===== config.mk =====
export PLATFORM = sky130hd
export DESIGN_NAME = api_axis_pulse_io
export DESIGN_NICKNAME = d
export VERILOG_FILES = /design/src/core/api_pkg.sv /design/src/core/api_sync.sv /design/src/core/api_axis_pulse_io.sv
export SDC_FILE = /design/constraint.sdc
export NUM_CORES = 1
export LEC_CHECK = 0
export ABC_AREA = 1
export BUFFER_PORTS_ARGS = -buffer_cell sky130_fd_sc_hd__clkbuf_2
export CORE_ASPECT_RATIO = 1.75
export CORE_MARGIN = 2
export CORE_UTILIZATION = 55
export DETAILED_ROUTE_END_ITERATION = 16
export PLACE_DENSITY = 0.79
export SLEW_MARGIN = 10
export SYNTH_ARGS = -nofsm -noshare
export SYNTH_HDL_FRONTEND = slang
export SYNTH_SLANG_ARGS = --single-unit

===== constraint.sdc =====
create_clock -name i_clk -period 4.3 [get_ports i_clk]
set_clock_uncertainty 0.1 [all_clocks]
set_input_delay 0.86 -clock i_clk [delete_from_list [all_inputs] [get_ports i_clk]]
set_output_delay 0.86 -clock i_clk [all_outputs]
set_load 0.02 [all_outputs]

===== src/core/api_pkg.sv =====
// Constants and types shared by the axis pulse and pin logic.
// Assumes a 10 MHz system clock; all times are converted to cycle counts here.
package api_pkg;
  localparam int unsigned CLK_HZ        = 10_000_000;
  localparam int unsigned CLK_NS        = 1_000_000_000 / CLK_HZ;
  // Step output timing
  localparam int unsigned STEP_MAX_HZ   = 12_500;
  localparam int unsigned STEP_HIGH_US  = 39;
  localparam int unsigned STEP_PER_CYC  = CLK_HZ / STEP_MAX_HZ;
  localparam int unsigned STEP_HIGH_CYC = (STEP_HIGH_US * 1000 + CLK_NS - 1) / CLK_NS;
  localparam int unsigned GUARD_US      = 20;
  localparam int unsigned GUARD_CYC     = (GUARD_US * 1000 + CLK_NS - 1) / CLK_NS;
  localparam int unsigned CNT_W         = 12;
  // Position counter width
  localparam int unsigned POS_W         = 32;
  // Stored-settings command code
  localparam logic [7:0]  STORE_SETTINGS_CMD = 8'h1f;
  // Reset values
  localparam logic [3:0]  OUT_PORT_RST  = 4'h0;
  localparam logic [1:0]  INV_RST       = 2'h0;
  // Input 2/3 and input 1 function codes
  localparam logic        IN23_STOP     = 1'b0;
  localparam logic        IN23_JOG      = 1'b1;
  localparam logic        IN1_PLAIN     = 1'b0;
  localparam logic        IN1_STOP      = 1'b1;
  typedef enum logic [1:0] {ST_IDLE, ST_LEAD, ST_HIGH, ST_TRAIL} api_step_t;
endpackage


===== src/core/api_sync.sv =====
// Two-stage synchroniser bank for pin inputs.
// Assumes inputs are asynchronous to i_clk; output is usable after two edges.
`timescale 1ns/10ps
module api_sync #(
  parameter int unsigned W = 1
) (
  // Clock
  input  wire logic         i_clk,
  // Data
  input  wire logic [W-1:0] i_async,
  output logic      [W-1:0] o_sync
);
  logic [W-1:0] meta;
  genvar g;
  generate
    for (g = 0; g < W; g++) begin : g_bit
      always_ff @(posedge i_clk) begin
        meta[g]   <= i_async[g];
        o_sync[g] <= meta[g];
      end
    end
  endgenerate
endmodule // api_sync


===== src/core/api_axis_pulse_io.sv =====
// Pin-level logic of one motion axis: step/direction, encoder counter,
// sensor and general-purpose I/O. Assumes external pull resistors hold pins in reset.
`timescale 1ns/10ps
module api_axis_pulse_io (
  // Clock and reset
  input  wire logic             i_clk,
  input  wire logic             i_resetn,
  // Motion requests from the axis controller
  input  wire logic             i_step_req,
  input  wire logic             i_step_neg,
  input  wire logic             i_axis_busy,
  input  wire logic             i_origin_search3,
  input  wire logic             i_wdt_out,
  input  wire logic             i_wdt_enable,
  // Settings
  input  wire logic             i_flip_direction_bit,
  input  wire logic             i_busy_to_out2_select,
  input  wire logic             i_gate_on_out3_bit,
  input  wire logic             i_flip_out012_bit,
  input  wire logic             i_flip_out3_bit,
  input  wire logic             i_flip_encoder_dir_bit,
  input  wire logic             i_in23_function_select,
  input  wire logic             i_in1_function_select,
  input  wire logic [3:0]       i_output_port_bits,
  input  wire logic             i_output_port_we,
  input  wire logic [7:0]       i_instruction,
  input  wire logic             i_instruction_we,
  // Stored polarity (non-volatile copy, owned outside)
  input  wire logic [1:0]       i_stored_inv,
  output logic      [1:0]       o_store_inv,
  output logic                  o_store_we,
  // Pins
  input  wire logic             i_encoder_clock_in,
  input  wire logic             i_encoder_sense_in,
  input  wire logic             i_origin_sensor_n,
  input  wire logic             i_plus_limit_n,
  input  wire logic             i_minus_limit_n,
  input  wire logic [3:0]       i_gp_in_n,
  output logic                  o_step_pulse_out,
  output logic                  o_step_pulse_oe,
  output logic                  o_direction_out,
  output logic                  o_direction_oe,
  output logic      [3:0]       o_gp_out,
  output logic      [3:0]       o_gp_out_oe,
  // Status
  output logic                  o_step_ack,
  output logic                  o_step_blocked,
  output logic      [api_pkg::POS_W-1:0] o_position,
  output logic      [3:0]       o_input_monitor_bits,
  output logic                  o_origin,
  output logic                  o_plus_limit,
  output logic                  o_minus_limit,
  output logic                  o_encoder_zero,
  output logic                  o_stop_in,
  output logic                  o_plus_stop,
  output logic                  o_minus_stop,
  output logic                  o_jog_plus,
  output logic                  o_jog_minus
);
  import api_pkg::*;

  // Synchronised pins
  logic [8:0] pins_s;
  api_sync #(.W(9)) u_sync (
    .i_clk   (i_clk),
    .i_async ({i_gp_in_n, i_minus_limit_n, i_plus_limit_n, i_origin_sensor_n,
               i_encoder_sense_in, i_encoder_clock_in}),
    .o_sync  (pins_s)
  );
  logic       enc_clk_s;
  logic       enc_sense_s;
  logic       enc_clk_d;
  logic [3:0] gp_in_s;
  assign enc_clk_s   = pins_s[0];
  assign enc_sense_s = pins_s[1];
  assign gp_in_s     = pins_s[8:5];

  // Settings and output state
  logic [3:0] out_port;
  logic [1:0] inv_pwr;
  logic       pwr_up;
  api_step_t  state;
  logic [CNT_W-1:0] cnt;
  logic       dir_logic;
  logic       out2_logic;
  logic       out3_logic;
  logic [3:0] next_gp;
  logic       next_dir;
  logic       frozen;
  logic       gate_ok;

  always_ff @(posedge i_clk) begin
    if (!i_resetn) begin
      out_port <= OUT_PORT_RST;
    end else if (i_output_port_we) begin
      out_port <= i_output_port_bits;
    end
  end

  // Stored polarity is captured after reset release, never under reset
  always_ff @(posedge i_clk) begin
    if (!i_resetn) begin
      pwr_up  <= 1'b1;
      inv_pwr <= INV_RST;
    end else if (pwr_up) begin
      pwr_up  <= 1'b0;
      inv_pwr <= i_stored_inv;
    end
  end

  always_ff @(posedge i_clk) begin
    if (!i_resetn) begin
      o_store_we  <= 1'b0;
      o_store_inv <= INV_RST;
    end else begin
      o_store_we  <= i_instruction_we && i_instruction == STORE_SETTINGS_CMD;
      o_store_inv <= {i_flip_out3_bit, i_flip_out012_bit};
    end
  end

  // Until the next reset, the stored polarity is ORed with the settings' polarity bits at the pins
  logic inv012;
  logic inv3;
  assign inv012 = pwr_up ? 1'b0 : (i_flip_out012_bit | inv_pwr[0]);
  assign inv3   = pwr_up ? 1'b0 : (i_flip_out3_bit | inv_pwr[1]);

  assign out3_logic = i_wdt_enable ? i_wdt_out : out_port[3];
  assign out2_logic = i_busy_to_out2_select ? i_axis_busy : out_port[2];
  assign dir_logic  = i_step_neg ^ i_flip_direction_bit;
  assign gate_ok    = !i_gate_on_out3_bit || out3_logic;
  assign frozen     = state != ST_IDLE;

  always_comb begin
    next_gp[0] = out_port[0] ^ inv012;
    next_gp[1] = out_port[1] ^ inv012;
    next_gp[2] = out2_logic ^ inv012;
    next_gp[3] = out3_logic ^ inv3;
    next_dir   = dir_logic;
  end

  // Step sequencer: lead guard, high phase, trail guard
  always_ff @(posedge i_clk) begin
    if (!i_resetn) begin
      state <= ST_IDLE;
      cnt   <= '0;
    end else begin
      case (state)
        ST_IDLE: begin
          cnt <= '0;
          if (i_step_req && gate_ok) begin
            state <= ST_LEAD;
          end
        end
        ST_LEAD: begin
          if (cnt == CNT_W'(GUARD_CYC - 1)) begin
            state <= ST_HIGH;
            cnt   <= '0;
          end else begin
            cnt <= cnt + 1'b1;
          end
        end
        ST_HIGH: begin
          if (cnt == CNT_W'(STEP_HIGH_CYC - 1)) begin
            state <= ST_TRAIL;
            cnt   <= '0;
          end else begin
            cnt <= cnt + 1'b1;
          end
        end
        ST_TRAIL: begin
          // Trail lasts long enough that the full period meets the rate limit
          if (cnt == CNT_W'(STEP_PER_CYC - STEP_HIGH_CYC - GUARD_CYC - 1)) begin
            state <= ST_IDLE;
            cnt   <= '0;
          end else begin
            cnt <= cnt + 1'b1;
          end
        end
        default: begin
          state <= ST_IDLE;
          cnt   <= '0;
        end
      endcase
    end
  end

  // Pin drivers; enables low under reset so the pins float
  always_ff @(posedge i_clk) begin
    if (!i_resetn) begin
      o_step_pulse_out <= 1'b0;
      o_step_pulse_oe  <= 1'b0;
      o_direction_out  <= 1'b0;
      o_direction_oe   <= 1'b0;
      o_gp_out         <= 4'h0;
      o_gp_out_oe      <= 4'h0;
    end else begin
      o_step_pulse_oe  <= 1'b1;
      o_direction_oe   <= 1'b1;
      // Held floating one more edge so no pin shows the unstored level, except outputs 2/3 while a step taken on the first edge runs
      o_gp_out_oe      <= {4{!pwr_up}};
      o_step_pulse_out <= state == ST_HIGH;
      if (!frozen) begin
        o_direction_out <= next_dir;
        o_gp_out[3:2]   <= next_gp[3:2];
      end
      o_gp_out[1:0] <= next_gp[1:0];
    end
  end

  always_ff @(posedge i_clk) begin
    if (!i_resetn) begin
      o_step_ack     <= 1'b0;
      o_step_blocked <= 1'b0;
    end else begin
      o_step_ack     <= state == ST_IDLE && i_step_req && gate_ok;
      o_step_blocked <= i_step_req && !gate_ok;
    end
  end

  // Encoder position counter
  logic enc_up;
  assign enc_up = enc_sense_s == i_flip_encoder_dir_bit;
  always_ff @(posedge i_clk) begin
    if (!i_resetn) begin
      enc_clk_d  <= 1'b0;
      o_position <= '0;
    end else begin
      enc_clk_d <= enc_clk_s;
      if (enc_clk_s && !enc_clk_d) begin
        o_position <= enc_up ? o_position + 1'b1 : o_position - 1'b1;
      end
    end
  end

  // Sensors and shared input functions, all low-active
  always_ff @(posedge i_clk) begin
    if (!i_resetn) begin
      o_input_monitor_bits <= 4'h0;
      o_origin       <= 1'b0;
      o_plus_limit   <= 1'b0;
      o_minus_limit  <= 1'b0;
      o_encoder_zero <= 1'b0;
      o_stop_in      <= 1'b0;
      o_plus_stop    <= 1'b0;
      o_minus_stop   <= 1'b0;
      o_jog_plus     <= 1'b0;
      o_jog_minus    <= 1'b0;
    end else begin
      o_input_monitor_bits <= ~gp_in_s;
      o_origin       <= !pins_s[2];
      o_plus_limit   <= !pins_s[3];
      o_minus_limit  <= !pins_s[4];
      o_encoder_zero <= i_origin_search3 && !gp_in_s[0];
      o_stop_in      <= i_in1_function_select == IN1_STOP && !gp_in_s[1];
      o_plus_stop    <= i_in23_function_select == IN23_STOP && !gp_in_s[2];
      o_minus_stop   <= i_in23_function_select == IN23_STOP && !gp_in_s[3];
      o_jog_plus     <= i_in23_function_select == IN23_JOG && !gp_in_s[2];
      o_jog_minus    <= i_in23_function_select == IN23_JOG && !gp_in_s[3];
    end
  end

  // Step timing counters for the checks; the gap saturates so idle time cannot wrap
  logic [CNT_W-1:0] high_run;
  logic [CNT_W-1:0] step_gap;

  always_ff @(posedge i_clk) begin
    if (!i_resetn) begin
      high_run <= '0;
    end else if (o_step_pulse_out) begin
      high_run <= high_run + 1'b1;
    end else begin
      high_run <= '0;
    end
  end

  always_ff @(posedge i_clk) begin
    if (!i_resetn) begin
      step_gap <= CNT_W'(STEP_PER_CYC);
    end else if (o_step_pulse_out && high_run == '0) begin
      step_gap <= CNT_W'(1);
    end else if (step_gap != '1) begin
      step_gap <= step_gap + 1'b1;
    end
  end

  // Assertions
  chk_step_idle_low: assert property (@(posedge i_clk) disable iff (!i_resetn)
    state == ST_IDLE && $past(state) == ST_IDLE |-> !o_step_pulse_out)
    else $error("step output high while idle");
  chk_reset_float: assert property (@(posedge i_clk)
    !$past(i_resetn) |-> !o_step_pulse_oe && !o_direction_oe)
    else $error("step or direction driven in reset");
  chk_step_width: assert property (@(posedge i_clk) disable iff (!i_resetn)
    $fell(o_step_pulse_out) |-> high_run >= CNT_W'(STEP_HIGH_CYC))
    else $error("step high phase too short");
  chk_step_rate: assert property (@(posedge i_clk) disable iff (!i_resetn)
    o_step_pulse_out && high_run == '0 |-> step_gap >= CNT_W'(STEP_PER_CYC))
    else $error("step rate above limit");
  chk_dir_level: assert property (@(posedge i_clk) disable iff (!i_resetn)
    $past(state) == ST_IDLE && state == ST_IDLE && $past(state,2) == ST_IDLE
      && $stable(i_step_neg) && $stable(i_flip_direction_bit)
      && $past(i_resetn) |-> o_direction_out == ($past(i_step_neg) ^ $past(i_flip_direction_bit)))
    else $error("direction level wrong");
  chk_dir_frozen: assert property (@(posedge i_clk) disable iff (!i_resetn)
    $past(state) != ST_IDLE && $past(i_resetn) |-> $stable(o_direction_out) && $stable(o_gp_out[3:2]))
    else $error("direction or outputs 2/3 moved around a step");
  chk_gate_block: assert property (@(posedge i_clk) disable iff (!i_resetn)
    state == ST_IDLE && i_gate_on_out3_bit && !out3_logic |=> state == ST_IDLE)
    else $error("axis moved with output 3 inactive");
  chk_gp_float: assert property (@(posedge i_clk)
    !$past(i_resetn) |-> o_gp_out_oe == 4'h0)
    else $error("general outputs driven in reset");
  chk_enc_count: assert property (@(posedge i_clk) disable iff (!i_resetn)
    enc_clk_s && !enc_clk_d && !enc_up |=> o_position == $past(o_position) - 1'b1)
    else $error("encoder down count wrong");
  chk_monitor: assert property (@(posedge i_clk) disable iff (!i_resetn)
    $past(i_resetn) |-> o_input_monitor_bits == ~$past(gp_in_s))
    else $error("input monitor wrong");
  chk_port_reset: assert property (@(posedge i_clk)
    !$past(i_resetn) |-> out_port == 4'h0)
    else $error("output port bits not cleared");

  cov_step: cover property (@(posedge i_clk) disable iff (!i_resetn) $fell(o_step_pulse_out));
  cov_enc_up: cover property (@(posedge i_clk) disable iff (!i_resetn)
    enc_clk_s && !enc_clk_d && enc_up);
  cov_store: cover property (@(posedge i_clk) disable iff (!i_resetn) o_store_we);
  cov_blocked: cover property (@(posedge i_clk) disable iff (!i_resetn) o_step_blocked);
endmodule // api_axis_pulse_io


Yosys cells after proc, flatten, opt, wreduce, memory -nomap -nowiden
Index checks and enable logic that the tools add are counted.
{"block": "classes", "addsub": 3, "mul": 0, "n_div": 0, "order_cmp": 0, "n_eq_ne": 12, "shift": 0, "mux": 16, "n_bitwise": 9, "n_reduce_logical": 27}
{"op": "$pmux 12 s4", "n": 1}
{"op": "$mux 12", "n": 3}
{"op": "$add 32x1->32 const B", "n": 1}
{"op": "$mux 32", "n": 1}
{"op": "$sub 32x1->32 const B", "n": 1}
{"op": "$eq 12x8->1 const B", "n": 2}
{"op": "$add 12x1->12 const B", "n": 1}
{"op": "$eq 12x9->1 const B", "n": 1}
{"op": "$logic_and 1x1->1", "n": 12}
{"op": "$logic_not 1->1", "n": 11}
{"op": "$eq 8x5->1 const B", "n": 1}
{"op": "$mux 2", "n": 4}
{"op": "$ne 2x2->1 const B", "n": 4}
{"op": "$pmux 2 s4", "n": 1}
{"op": "$mux 1", "n": 6}
{"op": "$xor 1x1->1", "n": 5}
{"op": "$eq 2x2->1 const B", "n": 2}
{"op": "$not 4->4", "n": 1}
{"op": "$reduce_and 4->1", "n": 1}
{"op": "$eq 2x1->1 const B", "n": 1}
{"op": "$logic_not 2->1", "n": 1}
{"op": "$or 1x1->1", "n": 2}
{"op": "$reduce_bool 2->1", "n": 1}
{"op": "$eq 1x1->1", "n": 1}
{"op": "other kinds (2)", "n": 2}
{"block": "word_totals", "regBits": 98, "latch_bits": 0, "mem_bits_rw": 0, "romBits": 0, "input_bits": 41, "output_inout_bits": 62, "wordCells": 112, "mem_count": 0}

Logic depth before layout (Yosys ltp)
Gate-level depths: netlist of the first run.
{"block": "logic_depth", "ltp_word": 5, "ltp_mapped": 15, "depth_no_buf": 15}

By module
From an unflattened synthesis of the first run, not the netlist that was laid out.
{"block": "hier_totals", "cells_unflattened": 921, "area_unflattened_um2": 5914.4}
{"module": "api_axis_pulse_io", "instances": 1, "cells_each": 903, "area_each_um2": 5554.1, "seq_area_each_um2": 1601.5}
{"module": "api_sync", "instances": 1, "cells_each": 18, "area_each_um2": 360.3, "seq_area_each_um2": 360.3}

Least setup slack after synthesis of the first run
Ideal clock, no wire load.
{"block": "synth_timing", "path_kind": "input-to-reg", "from": "input i_flip_encoder_dir_bit", "to": "register o_position[15] in the netlist's numbering", "setup_time_ns": 0.115, "arrival_ns": 2.904, "t_required_ns": 4.085, "slack_ns": 1.181, "stages": 12, "path_buffers": 0, "cell_sequence": "xnor2_1 > inv_1 > ha_1 > nand2_1 > inv_1 > a21oi_1 > nand2_1 > nand2_1 > nand2_2 > xor2_1 > o21ai_0 > inv_1"}
{"block": "synth_via", "elab_chain_len": 2}
{"element": "start: declaration", "line_no": "api_axis_pulse_io.sv:21", "text": "input wire logic i_flip_encoder_dir_bit,"}
{"element": "$eq 1x1->1", "line_no": "api_axis_pulse_io.sv:222", "text": "assign enc_up = enc_sense_s == i_flip_encoder_dir_bit;"}
{"element": "$mux 32", "line_no": "api_axis_pulse_io.sv:230", "text": "o_position <= enc_up ? o_position + 1'b1 : o_position - 1'b1;"}
{"element": "end signal: assignment", "line_no": "api_axis_pulse_io.sv:230"}
{"element": "end: declaration", "line_no": "api_axis_pulse_io.sv:48", "text": "output logic [api_pkg::POS_W-1:0] o_position,"}
Every way passes these cells.
A chain may end at the register's enable or synchronous reset.

Final worst setup path of the first run
{"block": "layout_timing", "from": "input i_flip_encoder_dir_bit", "to": "register o_position[27] in the netlist's numbering"}
Same word-level chain as after synthesis.

==> results of run 1 <==
## sequential cells by signal, summed over array words and instances, names as in the netlist, 2 cells and up
register / cells
inv_pwr: 2
u_sync.meta: 9
o_gp_out: 4
cnt: 12
out_port: 4
o_input_monitor_bits: 4
u_sync.o_sync: 9
o_position: 32
o_store_inv: 2
state: 2
## logic make-up after synthesis
family	synth area share
and+or+nand+nor	0.350
buffers and inverters	0.131
DFF	0.332
AOI/OAI and AO/OA	0.0628
adders and majority gates	0.0859
xor gates and xnor gates	0.0370
muxes	0.00169
## metal layers
| layer | global-route usage | vias up |
|---|---|---|
| met5 | 0 | - |
| met4 | 0.146 | 0 |
| met3 | 0.0384 | 50 |
| met2 | 0.500 | 123 |
| met1 | 0.236 | 2492 |
| li1 | - | 2978 |
## through the flow
stage,util,setup WS [ps]
2_1_floorplan,-,1180
3_3_place_gp,0.616,897
3_5_place_dp,0.616,881
4_1_cts,0.644,1200
5_1_grt,0.644,970
6_report,0.644,1150
## cells in the final DEF (no fill, tap or decap), types with 3 or more instances in the layout
| master | Yosys | layout |
|---|---|---|
| o21ai_0 | 29 | 29 |
| ha_1 | 39 | 39 |
| clkbuf_2 | 0 | 102 |
| nand2_2 | 8 | 8 |
| a21oi_1 | 31 | 31 |
| nand4_1 | 5 | 5 |
| inv_2 | 6 | 6 |
| nand2_1 | 268 | 268 |
| nor2_2 | 12 | 12 |
| inv_1 | 174 | 174 |
| nand3_1 | 47 | 47 |
| clkbuf_16 | 0 | 9 |
| o21bai_1 | 3 | 3 |
| xor2_1 | 19 | 19 |
| nor3b_1 | 3 | 3 |
| xnor2_1 | 6 | 6 |
| nor2_1 | 127 | 126 |
| nor3_1 | 12 | 12 |
| dfxtp_1 | 98 | 98 |
## worst max-delay path, stage by stage
cell	delay, ps
clkbuf_2	90
xnor2_1	330
inv_1	90
buf_4	280
ha_1	450
nor2_1	100
a21oi_1	260
nand3_1	120
nand3_1	240
nand2_1	130
nand3_1	100
nand3_1	100
nand2_1	100
inv_1	50
## power by group through the flow
stage	Sequential (mW)	Combinational (mW)	Clock, mW
3_5_place_dp	1.07	0.936	0
5_1_grt	1.06	1.07	0.870
3_3_place_gp	1.06	0.925	0
4_1_cts	1.05	0.944	0.843
6_report	1.05	0.940	0.822
2_1_floorplan	1.13	0.634	0
## cell type report
class / count / area, um2 / share of cell area
multi-input cells: 626 / 3190 / 0.468
flip-flops and latches: 98 / 1960 / 0.288
inverters: 180 / 676 / 0.0992
repair buffers: 104 / 526 / 0.0771
clock buffers: 9 / 225 / 0.0331
well taps: 130 / 163 / 0.0239
clock inverters: 6 / 73.8 / 0.0108
## worst paths after layout
kind                                from               end  slack (ps)  depth (start not counted)
setup / recovery  i_flip_encoder_dir_bit    o_position[27]        1150                         14
hold reg to reg           u_sync.meta[5]  u_sync.o_sync[5]         230                          0
hold / removal            u_sync.meta[5]  u_sync.o_sync[5]         230                          0
setup reg to reg        u_sync.o_sync[1]    o_position[27]        1450                         13
==> key figures, run 1 <==
Synthesis
  • Cells after Synth: 921
  • Synth top cells by count: nand2_1, inv_1, nor2_1
  • Top post-synthesis cells by area: dfxtp_1, nand2_1, inv_1
  • Synthesized area: 5910 um2
  • Post-synth EDFFs: 0
  • Yosys warns: 0
  • Synth async-reset ratio: 0
  • Post-synthesis sequential area ratio: 0.332
  • #FFs+latches synth: 98
  • Largest area contributor in the netlist: dfxtp_1
  • Top-count cell post-synth: nand2_1
  • Most used DFF post-synth: dfxtp_1
  • Share of the synthesized area in the top cell type: 0.332
  • Mean post-synth cell area: 6.42 um2
  • Post-synth cell types: 35
  • Post-synth net total: 1002

Floorplanning
  • Row Count: 50
  • Boundary Pins: 103
  • Core Region: 10600 um2
  • Die height: 141 um
  • Width of the die: 82.4 um
  • Initial Utilization: 0.559
  • Die area: 11600 um2

Power and ir drop
  • Total Power: 2.81 mW
  • Sw frac: 0.373
  • Net Switching: 1.05 mW
  • Pint: 1.76 mW
  • Logic gate share of total power: 0.335
  • P_leak: 3.98 nW
  • Clk pwr share: 0.293
  • Max VDD drop: 0.296 mV
  • Reg power frac: 0.373
  • Power per standard cell area: 412 nW/um2

CTS
  • Worst skew pair latency: 350 ps
  • Post-CTS setup buffer count: 0
  • Clk root buf: clkbuf_16
  • # H-tree levels: 3
  • Total CTS buffers: 9
  • Clk buf depth: 2
  • Clock Sink Count: 98
  • CTS resizes: 0
  • Clock transition at path regs: 70 ps
  • Hold-fix buffers, CTS: 0
  • CTS tree: yes

Placement
  • Placer Congestion: 0.999
  • Placed cell areas: 6510 um2
  • IO buf count: 102
  • Cells after DPL: 1138
  • Dpl hpwl: 11300 um

STA
  • Max Fclk: 317 MHz
  • Slew margin rel.: 0.439
  • Setup TNS: 0 ps
  • Finish-stage setup viols: 0
  • Fin. Hold Viols: 0
  • Slew of the pin with the lowest slew margin: 840 ps
  • Hold WS: 229 ps
  • Slew Limit Fails: 0
  • Period utilization: 0.733
  • RSZ-0062 raised after global routing: no
  • Tmin final: 3150 ps

Final layout
  • # fillers: 1030
  • Share of cells above drive strength 1: 0.152
  • ANT cells: 0
  • Post-Layout Cell Count: 1153
  • Layout net count: 1100
  • Layout overhead on the synthesized area: 15.2%
  • Finished layout cell area: 6810 um2

Min path
  • HP Class: reg2reg

Drt
  • DR WL met3: 501 um
  • Uppermost layer routed: met4
  • WL/cell: 12.6 um
  • Vias: 5643
  • Metal2 WL: 8140 um
  • ANT nets after route: 0
  • First drt pass iteration count: 5
  • Total wire length: 14600 um
  • WL met1: 5190 um
  • # DRC: 0
  • Vias/cell: 4.89
  • Drt initial violations: 204

Global routing
  • Largest net degree at the start of global routing: 46
  • Vias in the first global route: 5398
  • First-pass GRT wire length: 23100 um
  • All-Layer GR Usage: 0.257
  • Initial antenna violation count: 0
  • GR Overflow Total: 0

Setup path
  • Crit Path Max Fanout: 33
  • Kind of critical path: in2reg
  • Crit end category: flip-flop
  • Critical path arrival: 3300 ps
  • CP required: 4440 ps
  • CP Launch Type: primary input

Run status
  • Status: finished clean

Run
  • Max Cap Viol: 0
No activity file was read; power rests on OpenSTA's default activity.
==> inputs of run 2 (changes only) <==
- clock period: 4.3 -> 3 ns (I/O delays scaled with it)
==> key figures, run 2 (same netlist as run 1, synthesis figures left out) <==
Run status
  • Status: finished clean

Setup path
  • Worst-path cell chain: clkbuf_2, xnor2_1, inv_1, buf_12, ha_1, nand2_1, nor2_1, and2_1, nand2_1, nand2_2, xor2_1, o21ai_0, inv_1
  • Crit end category: flip-flop
  • Slowest cell on the critical path: ha_1
  • Worst Reg-to-Reg Cells: 12
  • Crit Path Max Fanout: 33
  • Worst R2R Setup Slack: 420 ps
  • Kind of critical path: in2reg
  • CP Launch Type: primary input
  • Critical path arrival: 2820 ps
  • Crit-path max cell delay: 370 ps
  • CP required: 3200 ps

Power and ir drop
  • Max VDD drop: 0.525 mV
  • Power per standard cell area: 588 nW/um2
  • P_leak: 4.02 nW

Floorplanning
  • Row Count: 50
  • Boundary Pins: 103
  • Die area: 11600 um2
  • Width of the die: 82.4 um
  • Core Region: 10600 um2
  • Die height: 141 um
  • Initial Utilization: 0.559

Drt
  • # DRC: 0
  • Vias/cell: 4.97
  • Total wire length: 14800 um
  • WL/cell: 12.7 um
  • Drt initial violations: 263
  • First drt pass iteration count: 5
  • Vias: 5771
  • ANT nets after route: 0

STA
  • Slew Limit Fails: 0
  • RSZ-0062 raised after global routing: no
  • Finish-stage setup viols: 0
  • Slew of the pin with the lowest slew margin: 621 ps
  • Setup TNS: 0 ps
  • Hold WS: 225 ps
  • Tmin final: 2620 ps
  • Slew margin rel.: 0.585
  • Max Fclk: 382 MHz
  • Period utilization: 0.873
  • Fin. Hold Viols: 0

Placement
  • Dpl hpwl: 11400 um
  • IO buf count: 102
  • Placer Congestion: 0.976

Final layout
  • Layout overhead on the synthesized area: 16.3%
  • Layout net count: 1107
  • Final Core Density: 0.651
  • Top flop regs: o_position: 32 flops, cnt: 12 flops
  • Largest Register: o_position
  • Seq. cell area: 1960 um2
  • # fillers: 1010
  • Multi-input gate area: 3190 um2
  • Share of cells above drive strength 1: 0.158
  • Max reg flops: 32
  • Commonest cells after routing, fill and taps aside: nand2_1, inv_1, nor2_1
  • ANT cells: 0
  • Leading cell type in the layout, fill and taps excluded: nand2_1

Global routing
  • Vias in the first global route: 5475
  • GR Overflow Total: 0
  • First-pass GRT wire length: 23400 um
  • Largest net degree at the start of global routing: 45
  • Initial antenna violation count: 0
  • All-Layer GR Usage: 0.261

CTS
  • Total CTS buffers: 9
  • Clk buf depth: 2
  • CTS resizes: 0
  • # H-tree levels: 3
  • Worst skew pair latency: 350 ps
  • Clock Sink Count: 98
  • Hold-fix buffers, CTS: 0
  • Clk root buf: clkbuf_16
  • Post-CTS setup buffer count: 0
  • CTS tree: yes
  • Clock transition at path regs: 80 ps

Run
  • Max Cap Viol: 0

Min path
  • Worst hold stages: 0
  • HP Class: reg2reg
run 2: cell types whose count changed in the layout (fill, tap and decap cells not counted), sizes merged:
| cell | delta |
|---|---|
| buf | +7 |
| bufinv | -1 |
| clkbuf | +1 |
| clkinv | +2 |
| clkinvlp | -1 |
run 2: layer usage:
layer	track usage	wire length, um	vias up
met4	0.150	842	0
li1	-	-	2995
met5	0	0	-
met3	0.0371	568	56
met1	0.234	5160	2571
met2	0.513	8210	149
run 2: worst paths after layout:
path,startpoint,to
max reg2reg,u_sync.o_sync[1],o_position[14]
min,u_sync.meta[4],u_sync.o_sync[4]
min reg2reg,u_sync.meta[4],u_sync.o_sync[4]
max,i_flip_encoder_dir_bit,o_position[14]
run 2: layout make-up:
class,count,area share
Clock buffer,10,0.0347
Clock inverter,6,0.00891
Tap cell,130,0.0236
Inverter,180,0.0982
Timing Repair Buffer,111,0.0859
Sequential cell,98,0.285
Multi-Input combinational cell,626,0.463
run 2: per-stage QoR:
stage          cells  setup slack [ps]  instance area [um2]  total power, mW
6_report        1161               380                 6880             4.04
4_1_cts         1161               403                 6880             4.06
5_1_grt         1161               259                 6880             4.30
3_3_place_gp    1145               167                 6580             2.88
3_5_place_dp    1145               104                 6580             2.90
2_1_floorplan    921               141                 5910             2.52
run 2: critical path: cells and delay by family:
kind            cells  cell delay, ps
buf+inv             4             450
fa+ha+maj           1             370
simple gates        5             720
xor+xnor            2             540
compound gates      1             120
run 2: report_power, final:
group | internal [mW] | switching (mW) | leakage (nW)
sequential | 1.42 | 0.0846 | 0.812
combinational | 0.477 | 0.911 | 3.07
clock | 0.605 | 0.551 | 0.144
==> inputs of run 3 (changes only) <==
- SETUP_SLACK_MARGIN: unset -> 0.4
==> key figures, run 3 (same netlist as run 1, synthesis figures left out) <==
STA
  • Slew margin rel.: 0.623
  • Setup WS post-layout: 520 ps
  • Tmin final: 2480 ps
  • RSZ-0062 raised after global routing: yes
  • Max Fclk: 403 MHz
  • Slew of the pin with the lowest slew margin: 565 ps
  • Fin. Hold Viols: 0
  • Period utilization: 0.827
  • Finish-stage setup viols: 0
  • Slew Limit Fails: 0
  • Setup TNS: 0 ps

Global routing
  • First-pass GRT wire length: 23600 um
  • Vias in the first global route: 5374
  • Initial antenna violation count: 0
  • GR Overflow Total: 0
  • Largest net degree at the start of global routing: 52
  • All-Layer GR Usage: 0.263

Power and ir drop
  • Sw frac: 0.386
  • Net Switching: 1.57 mW
  • Power per standard cell area: 589 nW/um2
  • Reg power frac: 0.369
  • Clk pwr share: 0.287
  • Max VDD drop: 0.594 mV
  • P_leak: 4.00 nW
  • Pint: 2.49 mW
  • Logic gate share of total power: 0.344

CTS
  • CTS resizes: 0
  • CTS tree: yes
  • Hold-fix buffers, CTS: 0
  • Post-CTS setup buffer count: 0
  • Worst skew pair latency: 360 ps
  • Total CTS buffers: 9
  • Clk buf depth: 2
  • Clock Sink Count: 98
  • Clock transition at path regs: 80 ps
  • # H-tree levels: 3
  • Clk root buf: clkbuf_16

Drt
  • First drt pass iteration count: 5
  • # DRC: 0
  • WL/cell: 12.8 um
  • Total wire length: 14800 um
  • ANT nets after route: 0
  • Vias/cell: 4.94
  • Drt initial violations: 228
  • Vias: 5719

Final layout
  • Final Core Density: 0.652
  • Share of cells above drive strength 1: 0.168
  • Finished layout cell area: 6890 um2
  • ANT cells: 0
  • Commonest cells after routing, fill and taps aside: nand2_1, inv_1, nor2_1
  • Layout net count: 1104
  • Top flop regs: o_position: 32 flops, cnt: 12 flops
  • Layout overhead on the synthesized area: 16.5%
  • Leading cell type in the layout, fill and taps excluded: nand2_1
  • Largest Register: o_position
  • Max reg flops: 32

Floorplanning
  • Initial Utilization: 0.559
  • Core Region: 10600 um2
  • Width of the die: 82.4 um
  • Row Count: 50
  • Boundary Pins: 103
  • Die height: 141 um
  • Die area: 11600 um2

Setup path
  • Critical path arrival: 2640 ps
  • Crit Path Max Fanout: 33
  • Crit end category: flip-flop
  • CP Launch Type: primary input
  • CP required: 3160 ps
  • Worst Reg-to-Reg Cells: 13
  • Kind of critical path: in2reg

Placement
  • Dpl hpwl: 11400 um
  • Placer Congestion: 0.951
  • Placed cell areas: 6560 um2
  • Setup WS pre-CTS: 111 ps
  • IO buf count: 102

Run status
  • Status: finished clean

Run
  • Max Cap Viol: 0

Min path
  • Worst hold stages: 0
  • HP Class: reg2reg
[run 3: worst paths after layout]
kind / slack (ps) / from / end
hold reg to reg: 220 / u_sync.meta[7] / u_sync.o_sync[7]
hold / removal: 220 / u_sync.meta[7] / u_sync.o_sync[7]
setup / recovery: 520 / i_flip_encoder_dir_bit / o_position[19]
setup reg to reg: 550 / u_sync.o_sync[1] / o_position[19]
[run 3: routing by layer]
layer,GRT usage,vias to the layer above,share of wire
li1,-,2992,-
met1,0.245,2521,0.35
met2,0.507,148,0.56
met3,0.0352,58,0.031
met4,0.154,0,0.057
met5,0,-,0
[run 3: power by group through the flow]
stage / Sequential [mW] / Clock [mW] / Combinational, mW
2_1_floorplan: 1.61 / 0 / 0.909
3_3_place_gp: 1.53 / 0 / 1.35
3_5_place_dp: 1.53 / 0 / 1.37
4_1_cts: 1.50 / 1.18 / 1.38
5_1_grt: 1.52 / 1.23 / 1.58
6_report: 1.50 / 1.16 / 1.40
[run 3: area by class of cell]
class	count	area [um2]
fillers	1016	3680
clock inverters	6	58.8
flip-flops and latches	98	1960
repair buffers	108	568
well taps	130	163
inverters	180	676
clock buffers	10	239
multi-input cells	626	3220
[run 3: critical path: stages]
cell,delay [ps]
clkbuf_2,90
xnor2_1,190
inv_1,100
buf_12,180
ha_1,370
nand2_1,140
nor2_1,180
nand3_1,90
nand3_1,200
nand2_1,120
nand3_1,90
nand3_1,130
nand2_1,100
inv_1,40
[run 3: per-stage QoR]
step	hold slack, ps	instances	total power, mW
finish	225	1158	4.06
global placement	210	1142	2.87
detailed placement	213	1142	2.90
CTS	228	1158	4.06
floorplan	210	921	2.52
global route	225	1158	4.32
